===== src/common/edm_defs.svh =====
// Purpose: constants for the edm relay sequencer
// Assumes: 25 MHz system clock
// Notes:   times in ms, cycle counts derived in the top
`ifndef EDM_DEFS_SVH
`define EDM_DEFS_SVH
`define EDM_CLK_KHZ      25000
`define EDM_T_FLT_MS     100
`define EDM_T_HOLD_MS    20
`define EDM_T_RET_MS     100
`define EDM_T_STOP_MS    100
`define EDM_T_STALL_MS   1000
`define EDM_BURN_PULSES  32'sd20
`define EDM_A_CTRL       6'h00
`define EDM_A_TARGET     6'h04
`define EDM_A_RETDIST    6'h08
`define EDM_A_ZTOP       6'h0C
`define EDM_A_REVFLT     6'h10
`define EDM_A_DWELL      6'h14
`define EDM_A_SPARK      6'h18
`define EDM_A_GPOUT      6'h1C
`define EDM_A_STATUS     6'h20
`define EDM_A_ZPOS       6'h24
`define EDM_A_ZMAX       6'h28
`define EDM_B_EN         0
`define EDM_B_APP        1
`define EDM_B_LIN        2
`define EDM_B_DISP       3
`define EDM_B_DWEN       4
`define EDM_B_SPEN       5
`define EDM_B_RDEN       6
`define EDM_B_ZTEN       7
`define EDM_B_RVEN       8
`define EDM_B_SPIN       9
`define EDM_CTRL_RST     10'h00F
`endif


===== src/common/edm_pkg.sv =====
// Purpose: types of the edm relay sequencer
// Assumes: nothing
// Notes:   gray codes along disabled-ready-burn-dwell-stop-retract
package edm_pkg;
    typedef enum logic [2:0] {
        ST_DIS   = 3'h0,
        ST_READY = 3'h1,
        ST_BURN  = 3'h3,
        ST_DWELL = 3'h2,
        ST_STOP  = 3'h6,
        ST_RET   = 3'h7,
        ST_FAULT = 3'h5
    } edm_st_t;
endpackage


===== src/verilog/edm_quad.sv =====
// Purpose: quadrature decoder and z position counter
// Assumes: encoder edges slower than two clocks
// Notes:   up count means ram moving up
module edm_quad (
    input  wire logic        clk,   // system clock
    input  wire logic        rst,   // sync reset
    input  wire logic        enc_a, // encoder a pin
    input  wire logic        enc_b, // encoder b pin
    output logic signed [31:0] pos  // z position
);
    import edm_pkg::*;
    logic [1:0] s1_r;
    logic [1:0] s2_r;
    logic [1:0] prev_r;
    logic       up;
    logic       dn;

    // ******************
    // pin synchroniser
    // ******************
    always_ff @(posedge clk) begin
        if (rst) begin
            s1_r   <= 2'h0;
            s2_r   <= 2'h0;
            prev_r <= 2'h0;
        end else begin
            s1_r   <= {enc_a, enc_b};
            s2_r   <= s1_r;
            prev_r <= s2_r;
        end
    end

    // gray step forward: 00-01-11-10; illegal double steps dropped
    assign up = (prev_r == 2'h0 && s2_r == 2'h1) || (prev_r == 2'h1 && s2_r == 2'h3) ||
                (prev_r == 2'h3 && s2_r == 2'h2) || (prev_r == 2'h2 && s2_r == 2'h0);
    assign dn = (prev_r == 2'h1 && s2_r == 2'h0) || (prev_r == 2'h3 && s2_r == 2'h1) ||
                (prev_r == 2'h2 && s2_r == 2'h3) || (prev_r == 2'h0 && s2_r == 2'h2);

    always_ff @(posedge clk) begin
        if (rst) begin
            pos <= 32'sh0;
        end else if (up) begin
            pos <= pos + 32'sh1;
        end else if (dn) begin
            pos <= pos - 32'sh1;
        end
    end
endmodule


===== src/verilog/edm_relay_seq.sv =====
// Purpose: edm retract, dwell and position hold relay sequencer
// Assumes: z counts up when ram rises; relay high = energized
// Notes:   register port, read data one cycle after strobe
// Overview of operation
// [RL1] retract relay energized at power up
// [RL2] dwell relay de-energized at power up
// [RL3] position hold relay de-energized at power up
// [RL4] power loss drops every relay
// [RL5] reverse fault: retract relay off 0.1 s
// [RL6] hold relay only during dwell
// [RL7] hold on when at or below target
// [RL8] retract to top position or distance
// [RL9] dwell by time or until spark-out
// [RL10] run only when enabled and display ok
// [RL11] edm takes three outputs, seven remain
// [RL12] spindle control off in edm application
// [RL13] reverse fault distance above max depth
// [RL14] spark-out time after sparking stops
// [RL15] z axis must be linear
// [RL16] ready, burn, dwell, retract cycle
// [RL17] burn after 20 pulses downward above target
// [RL18] hold re-evaluated every 20 ms
// [RL19] retract relay off at least 100 ms
// [RL20] relays registered on system clock
//
// Chosen here: the strobed register port and the placing of the registers.
`include "edm_defs.svh"
module edm_relay_seq #(
    parameter int unsigned MS_CYC    = `EDM_CLK_KHZ,
    parameter int unsigned FLT_CYC   = `EDM_T_FLT_MS * `EDM_CLK_KHZ,
    parameter int unsigned HOLD_CYC  = `EDM_T_HOLD_MS * `EDM_CLK_KHZ,
    parameter int unsigned RET_CYC   = `EDM_T_RET_MS * `EDM_CLK_KHZ,
    parameter int unsigned STOP_CYC  = `EDM_T_STOP_MS * `EDM_CLK_KHZ,
    parameter int unsigned STALL_CYC = `EDM_T_STALL_MS * `EDM_CLK_KHZ
) (
    input  wire logic           SYS_CLK,     // 25 MHz clock
    input  wire logic           RST,         // sync reset, high
    input  wire logic           ENC_A,       // z encoder a
    input  wire logic           ENC_B,       // z encoder b
    input  wire logic           SPARK,       // spark detector
    input  wire logic           PWR_OK,      // supply good
    input  wire logic [5:0]     ADDR,        // register address
    input  wire logic [31:0]    WDATA,       // write data
    input  wire logic           WR,          // write strobe
    input  wire logic           RD,          // read strobe
    output logic      [31:0]    RDATA,       // read data
    output logic                RETRACT_RLY, // 1 = do not retract
    output logic                DWELL_RLY,   // 1 = dwell
    output logic                HOLD_RLY,    // 1 = below target
    output logic      [9:0]     SW_OUT,      // switching outputs
    output logic                SPINDLE_EN,  // spindle control allowed
    output edm_pkg::edm_st_t    STATE        // cycle state
);
    import edm_pkg::*;

    // ******************
    // declarations
    // ******************
    logic signed [31:0] z_s;
    logic signed [31:0] target_r;
    logic signed [31:0] retdist_r;
    logic signed [31:0] ztop_r;
    logic signed [31:0] revflt_r;
    logic signed [31:0] zmax_r;
    logic signed [31:0] ref_r;
    logic signed [31:0] zprev_r;
    logic [9:0]  ctrl_r;
    logic [15:0] dwell_ms_r;
    logic [15:0] spark_ms_r;
    logic [9:0]  gp_r;
    logic [1:0]  spk_sync_r;
    logic [1:0]  pwr_sync_r;
    edm_st_t     st_r;
    edm_st_t     st_nxt;
    logic [31:0] tmr_r;
    logic [31:0] ms_cnt_r;
    logic [31:0] hs_r;
    logic [31:0] stall_r;
    logic [15:0] dw_cnt_r;
    logic [15:0] sp_cnt_r;
    logic        ret_r;
    logic        dwl_r;
    logic        hold_r;
    logic        ret_nxt;
    logic        dwl_nxt;
    logic        hold_nxt;
    logic [9:0]  sw_r;
    logic        spin_r;
    logic [31:0] rdata_r;
    logic [31:0] rd_mux;

    wire spark_s = spk_sync_r[1];
    wire pwr_s   = pwr_sync_r[1];
    wire edm_app = ctrl_r[`EDM_B_APP];
    wire act     = ctrl_r[`EDM_B_EN] & edm_app & ctrl_r[`EDM_B_LIN] &
                   ctrl_r[`EDM_B_DISP] & pwr_s; // see [RL10] see [RL15]
    wire ms_tick = (ms_cnt_r == MS_CYC - 1);
    wire st_chg  = (st_nxt != st_r);
    wire dw_any  = ctrl_r[`EDM_B_DWEN] | ctrl_r[`EDM_B_SPEN];

    // ******************
    // register port
    // ******************
    wire wr_ctrl  = WR && ADDR == `EDM_A_CTRL;
    wire wr_tgt   = WR && ADDR == `EDM_A_TARGET;
    wire wr_rdist = WR && ADDR == `EDM_A_RETDIST;
    wire wr_ztop  = WR && ADDR == `EDM_A_ZTOP;
    wire wr_rvf   = WR && ADDR == `EDM_A_REVFLT;
    wire wr_dwell = WR && ADDR == `EDM_A_DWELL;
    wire wr_spark = WR && ADDR == `EDM_A_SPARK;
    wire wr_gp    = WR && ADDR == `EDM_A_GPOUT;

    always_ff @(posedge SYS_CLK) begin
        if (RST) begin
            ctrl_r     <= `EDM_CTRL_RST;
            target_r   <= 32'sh0;
            retdist_r  <= 32'sh0;
            ztop_r     <= 32'sh0;
            revflt_r   <= 32'sh0;
            dwell_ms_r <= 16'h0;
            spark_ms_r <= 16'h0;
            gp_r       <= 10'h000;
        end else begin
            if (wr_ctrl)  ctrl_r     <= WDATA[9:0];
            if (wr_tgt)   target_r   <= WDATA;
            if (wr_rdist) retdist_r  <= WDATA;
            if (wr_ztop)  ztop_r     <= WDATA;
            if (wr_rvf)   revflt_r   <= WDATA; // see [RL13]
            if (wr_dwell) dwell_ms_r <= WDATA[15:0];
            if (wr_spark) spark_ms_r <= WDATA[15:0]; // see [RL14]
            if (wr_gp)    gp_r       <= WDATA[9:0];
        end
    end

    wire [31:0] status_w = {23'h0, hold_r, dwl_r, ret_r, 3'h0, st_r};

    assign rd_mux = (ADDR == `EDM_A_CTRL)    ? {22'h0, ctrl_r} :
                    (ADDR == `EDM_A_TARGET)  ? target_r :
                    (ADDR == `EDM_A_RETDIST) ? retdist_r :
                    (ADDR == `EDM_A_ZTOP)    ? ztop_r :
                    (ADDR == `EDM_A_REVFLT)  ? revflt_r :
                    (ADDR == `EDM_A_DWELL)   ? {16'h0, dwell_ms_r} :
                    (ADDR == `EDM_A_SPARK)   ? {16'h0, spark_ms_r} :
                    (ADDR == `EDM_A_GPOUT)   ? {22'h0, gp_r} :
                    (ADDR == `EDM_A_STATUS)  ? status_w :
                    (ADDR == `EDM_A_ZPOS)    ? z_s :
                    (ADDR == `EDM_A_ZMAX)    ? zmax_r : 32'h0;

    // read data valid only in the cycle after the strobe
    always_ff @(posedge SYS_CLK) begin
        if (RST) begin
            rdata_r <= 32'h0;
        end else begin
            rdata_r <= RD ? rd_mux : 32'h0;
        end
    end

    // ******************
    // inputs
    // ******************
    edm_quad u_quad (
        .clk   (SYS_CLK),
        .rst   (RST),
        .enc_a (ENC_A),
        .enc_b (ENC_B),
        .pos   (z_s)
    );

    // pwr sync resets to good so the power-up relay states hold
    always_ff @(posedge SYS_CLK) begin
        if (RST) begin
            spk_sync_r <= 2'h0;
            pwr_sync_r <= 2'h3;
        end else begin
            spk_sync_r <= {spk_sync_r[0], SPARK};
            pwr_sync_r <= {pwr_sync_r[0], PWR_OK};
        end
    end

    // ******************
    // sequencing conditions
    // ******************
    wire below_tgt = (z_s <= target_r);
    wire burn_go   = (z_s > target_r) && (ref_r - z_s > `EDM_BURN_PULSES); // see [RL17]
    wire rev_flt   = ctrl_r[`EDM_B_RVEN] && (z_s - zmax_r > revflt_r); // see [RL13]
    wire dw_done   = (ctrl_r[`EDM_B_DWEN] && dw_cnt_r >= dwell_ms_r) ||
                     (ctrl_r[`EDM_B_SPEN] && sp_cnt_r >= spark_ms_r); // see [RL9] see [RL14]
    wire rd_hit    = ctrl_r[`EDM_B_RDEN] && (z_s >= target_r + retdist_r);
    wire zt_hit    = ctrl_r[`EDM_B_ZTEN] && (z_s >= ztop_r);
    wire ret_none  = !ctrl_r[`EDM_B_RDEN] && !ctrl_r[`EDM_B_ZTEN];
    wire ret_done  = rd_hit || zt_hit || ret_none; // see [RL8]
    wire stalled   = (stall_r >= STALL_CYC - 1);
    wire hold_smp  = (st_r == ST_DWELL) && (hs_r == 32'h0); // see [RL18]

    always_comb begin
        st_nxt = st_r;
        case (st_r)
            ST_DIS: begin
                st_nxt = ST_READY; // see [RL16]
            end
            ST_READY: begin
                if (burn_go) st_nxt = ST_BURN;
            end
            ST_BURN: begin
                if (rev_flt) st_nxt = ST_FAULT;
                else if (below_tgt) st_nxt = dw_any ? ST_DWELL : ST_RET;
            end
            ST_DWELL: begin
                if (rev_flt) st_nxt = ST_FAULT;
                else if (dw_done) st_nxt = ST_STOP;
            end
            ST_STOP: begin
                if (tmr_r >= STOP_CYC - 1) st_nxt = ST_RET;
            end
            ST_RET: begin
                if (stalled) st_nxt = ST_READY;
                else if (tmr_r >= RET_CYC - 1 && ret_done) st_nxt = ST_READY; // see [RL19]
            end
            ST_FAULT: begin
                if (tmr_r >= FLT_CYC - 1) st_nxt = ST_READY; // see [RL5]
            end
            default: begin
                st_nxt = ST_DIS;
            end
        endcase
        if (!act) st_nxt = ST_DIS; // see [RL10]
    end

    // retract relay on only in ready, burn, dwell and stop with power good; the post-dwell delay still holds burn
    assign ret_nxt  = pwr_s && (st_nxt == ST_READY || st_nxt == ST_BURN ||
                                st_nxt == ST_DWELL || st_nxt == ST_STOP); // see [RL4] see [RL5] see [RL19]
    assign dwl_nxt  = pwr_s && (st_nxt == ST_DWELL); // see [RL9] see [RL4]
    assign hold_nxt = pwr_s && (st_nxt == ST_DWELL) &&
                      (hold_smp ? below_tgt : hold_r); // see [RL6] see [RL7]

    // ******************
    // state and timers
    // ******************
    always_ff @(posedge SYS_CLK) begin
        if (RST) begin
            st_r <= ST_READY;
            tmr_r <= 32'h0;
        end else begin
            st_r <= st_nxt; // see [RL16]
            tmr_r <= st_chg ? 32'h0 : tmr_r + 32'h1;
        end
    end

    always_ff @(posedge SYS_CLK) begin
        if (RST || ms_tick) begin
            ms_cnt_r <= 32'h0;
        end else begin
            ms_cnt_r <= ms_cnt_r + 32'h1;
        end
    end

    always_ff @(posedge SYS_CLK) begin
        if (RST || st_r != ST_DWELL || hs_r == HOLD_CYC - 1) begin
            hs_r <= 32'h0;
        end else begin
            hs_r <= hs_r + 32'h1; // see [RL18]
        end
    end

    // dwell and spark-out ms counters, saturate at full scale
    always_ff @(posedge SYS_CLK) begin
        if (RST || st_r != ST_DWELL) begin
            dw_cnt_r <= 16'h0;
            sp_cnt_r <= 16'h0;
        end else begin
            if (ms_tick && dw_cnt_r != 16'hFFFF) dw_cnt_r <= dw_cnt_r + 16'h1;
            if (spark_s) sp_cnt_r <= 16'h0; // see [RL14]
            else if (ms_tick && sp_cnt_r != 16'hFFFF) sp_cnt_r <= sp_cnt_r + 16'h1;
        end
    end

    // retract stall watch: ram not moving for one second
    always_ff @(posedge SYS_CLK) begin
        if (RST) begin
            zprev_r <= 32'sh0;
            stall_r <= 32'h0;
        end else begin
            zprev_r <= z_s;
            if (st_r != ST_RET || z_s != zprev_r) stall_r <= 32'h0;
            else if (!stalled) stall_r <= stall_r + 32'h1;
        end
    end

    // ******************
    // depth tracking
    // ******************
    wire zmax_rst = (st_r == ST_DIS && st_nxt == ST_READY) ||
                    (st_r == ST_READY && st_nxt == ST_BURN);

    always_ff @(posedge SYS_CLK) begin
        if (RST) begin
            zmax_r <= 32'sh0;
            ref_r  <= 32'sh0;
        end else begin
            if (zmax_rst) zmax_r <= z_s;
            else if (z_s < zmax_r) zmax_r <= z_s;
            // highest point seen in ready is the burn start reference
            if (st_r != ST_READY) ref_r <= z_s;
            else if (z_s > ref_r) ref_r <= z_s;
        end
    end

    // ******************
    // relay and switching outputs
    // ******************
    always_ff @(posedge SYS_CLK) begin
        if (RST) begin
            ret_r  <= 1'b1; // see [RL1]
            dwl_r  <= 1'b0; // see [RL2]
            hold_r <= 1'b0; // see [RL3]
            sw_r   <= 10'h000;
            spin_r <= 1'b0;
        end else begin
            ret_r  <= ret_nxt; // see [RL20]
            dwl_r  <= dwl_nxt;
            hold_r <= hold_nxt;
            sw_r   <= edm_app ? {ret_nxt, dwl_nxt, hold_nxt, gp_r[6:0]} : gp_r; // see [RL11]
            spin_r <= ctrl_r[`EDM_B_SPIN] && !edm_app; // see [RL12]
        end
    end

    assign RETRACT_RLY = ret_r;
    assign DWELL_RLY   = dwl_r;
    assign HOLD_RLY    = hold_r;
    assign SW_OUT      = sw_r;
    assign SPINDLE_EN  = spin_r;
    assign STATE       = st_r;
    assign RDATA       = rdata_r;
endmodule


===== config.mk =====
export PLATFORM = sky130hd
export DESIGN_NAME = edm_relay_seq
export DESIGN_NICKNAME = d
export VERILOG_FILES = /design/src/common/edm_pkg.sv /design/src/verilog/edm_quad.sv /design/src/verilog/edm_relay_seq.sv
export VERILOG_INCLUDE_DIRS = /design/src /design/src/common
export SDC_FILE = /design/constraint.sdc
export NUM_CORES = 2
export LEC_CHECK = 0
export BUFFER_PORTS_ARGS = -buffer_cell sky130_fd_sc_hd__buf_2
export CAP_MARGIN = 5
export CORE_ASPECT_RATIO = 1.25
export CORE_MARGIN = 2
export CORE_UTILIZATION = 25
export CTS_BUF_LIST = sky130_fd_sc_hd__clkbuf_4
export DETAILED_ROUTE_END_ITERATION = 10
export PLACE_DENSITY_LB_ADDON = 0.25
export SETUP_SLACK_MARGIN = 0.1
export SLEW_MARGIN = 25
export SYNTH_ARGS = -nofsm -noshare
export SYNTH_HDL_FRONTEND = slang
export SYNTH_SLANG_ARGS = --single-unit

===== constraint.sdc =====
create_clock -name SYS_CLK -period 11.54 [get_ports SYS_CLK]
set_input_delay 1.154 -clock SYS_CLK [delete_from_list [all_inputs] [get_ports SYS_CLK]]
set_output_delay 1.154 -clock SYS_CLK [all_outputs]
set_load 0.02 [all_outputs]

==> results.toml <==
[placement]
routabilityCongestion = 0.886
pre_cts_ws_ps = 4780
dp.cells = 5682
placed_cell_area_mm2 = 0.0341
dpl.hpwl_mm = 85.1
portBuffers = 94

[route]
ant_nets = 0
drt-total-wl_mm = 112
drc = 0
route.top_layer_used = "met5"
wl_met2_mm = 54.5
wl_met3_mm = 5.88
drt_iter0_markers = 1755
vias_per_cell = 4.88
drt-pass1-iter-count = 8
drt-wirelength-per-cell_um = 18.9
drt-met1-wl_mm = 46.6
via_count = 28900

[yosys]
synth_top_area_share_pct = 33.2
synth_commonest_cells = "596 x nand2_1, 527 x dfxtp_1, 420 x a21oi_1, 390 x nor2_1, 292 x ha_1"
avgSynthCellArea_um2 = 7.92
synth_area_leaders = "dfxtp_1 33%, ha_1 11%, nand2_1 7.0%, a21oi_1 6.6%, nor2_1 4.6%"
synth_edf_count = 0
syn_nets = 4354
ys_warn_count = 0
yosysUniqueCellTypes = 82
synth.most_common_cell = "nand2_1"
yosysSeqAreaShare_pct = 33.2
ys_ff_latch = 527
ys.flop_type = "dfxtp_1"
synthArstFlopShare_pct = 0
syn-cell-area_mm2 = 0.0318
synth_cells = 4012
yosysTopAreaCell = "dfxtp_1"

[clock_tree]
cts_tree = "yes"
post_cts_resized = 0
clkLatencyLatePin_ps = 1110
cts_buffer_depth = 3
postCtsSetupRepairBufs = 0
path_clk_slew_ps = 60
cts_sinks = 527
htree_num_levels = 4
hold_buffers = 0
cts_buffers = 146
cts_root_buf = "clkbuf_4"

[die]
num_io_pins = 95
die_h_um = 403
start_util_pct = 25.1
die_area_mm2 = 0.130
core_area_mm2 = 0.126
num_rows = 146
die_x_um = 323

[timing]
fin_tns_setup_ps = 0
final.period_utilization_pct = 58.7
fin_skew_ps = 111
setup_viol = 0
hold_viol = 0
slew_violations = 0
worst_slew_pin_slew_ps = 1080
rsz0062_at_grt = "false"
slew_headroom_pct = 26.1
max_freq_mhz = 148
min_period_ps = 6780
fin_ws_ps = 4760

[finish]
nNetsFinal = 4470
final_cell_area_mm2 = 0.0359
fin_cells = 5935
drive_above_1_share_pct = 10.3
area_delta_synth_final_pct = 12.8

[critical_path]
startpoint_type = "flip-flop"
crit_arrival_ps = 7650
worstSetupPathType = "flip-flop to flip-flop"
crit_fanout = 32
end_kind = "flip-flop"
required_ps = 12410

[power]
vdd_drop_max_mv = 0.191
cellPowerDensity_mw_per_mm2 = 222
p_leak_nw = 13.9
p_total_mw = 7.95

[run]
maxCapViolations = 0

[min_path]
hold_path_class = "input pin to flip-flop"

[global_route]
antenna_found_initial = 13
grt_max_degree = 78
grt_pass1_vias = 29000
grt_use_total_pct = 17.1
grt_pass1_wl_mm = 170
grt_overflow = 0

[run_status]
outcome = "completed"
## cell usage in the layout, fill, tap and decap left out, drive strengths merged, types with 35 or more instances in the layout
cell,instances
mux2,38
xnor2,93
nand2,596
nor3,78
ha,292
a222oi,35
o21ai,111
nand4,72
clkinv,40
clkbuf,198
mux2i,50
inv,262
a21oi,421
nand2b,40
xor2,158
and3,59
a211oi,37
dfxtp,527
nand3,105
buf,138
nor2b,45
a21o,53
nor2,390
## cell families (layout without fill, tap and decap cells)
group                      count (synthesis)  after routing  synth area share [%]
and+or+nand+nor                         1528           1528                  21.9
AOI/OAI and AO/OA                        896            896                  17.7
DFF                                      527            527                  33.2
buffers and inverters                    426            643                  5.30
adders and majority gates                296            296                  11.7
xor gates and xnor gates                 251            251                  6.92
muxes                                     88             88                  3.26
other                                      0              4                     0
## metrics by stage
step,hold slack (ps),util (%)
finish,288,28.4
CTS,144,28.4
global placement,403,26.9
floorplan,389,-
detailed placement,410,26.9
global route,202,28.4
## worst paths after layout
check / depth (start not counted) / from / slack, ps / to
worst min-delay path: 2 / PWR_OK / 290 / pwr_sync_r[0]
worst max-delay path: 24 / u_quad.pos[1] / 4760 / tmr_r[25]
worst min register to register: 1 / pwr_sync_r[0] / 400 / pwr_sync_r[1]
worst max register to register: 24 / u_quad.pos[1] / 4760 / tmr_r[25]
## flip-flops by register name, summed over array words and instances (netlist names), 3 cells and up
name and cells:
zmax_r 32, spark_ms_r 16, retdist_r 32, stall_r 32, ctrl_r 10, sp_cnt_r 16, RDATA 32, STATE 3
target_r 32, ztop_r 32, revflt_r 32, zprev_r 32, dw_cnt_r 16, u_quad.pos 32, tmr_r 32, gp_r 10
ref_r 32, hs_r 32, ms_cnt_r 32, SW_OUT 10, dwell_ms_r 16
## critical path, cell delays in order, from the launching register on
cell and delay, ps:
dfxtp_1 630, ha_1 320, nor2b_1 130, o21a_1 180, o21ai_0 380, a21oi_1 240
o21ai_0 420, and4_1 300, o41ai_1 150, a211o_1 330, a211o_1 300, a311oi_1 310
xnor2_1 120, ha_1 320, nand4_1 120, nor4_1 380, o32ai_1 190, mux2i_1 330
nor2b_1 110, o22a_1 250, or3b_2 460, and3_1 160, o21ai_2 50, buf_4 330
nor3_1 110
## layer usage
layer  global-route usage (%)  vias up
met5                        0        -
met4                     8.56       14
met3                     3.38      230
met2                     29.5      766
met1                     19.9    13600
li1                         -    14400
## report_power, final
part           internal [mW]  leakage [nW]  switching, mW
logic                   1.67          8.59           2.47
registers               1.94          4.26          0.151
clock network          0.846          1.06          0.868
total                   4.45          13.9           3.49
## area by class of cell
type                       instances  area, um^2
antenna                            4        10.0
tap                             1702        2130
clock buffer                     198        1490
timing repair buffer             138         811
fill                           13900       90600
multi-input combinational       3059       19600
inverter                         256         961
sequential                       527       10600
clock inverter                    51         300
(Power assumes the default switching activity.)
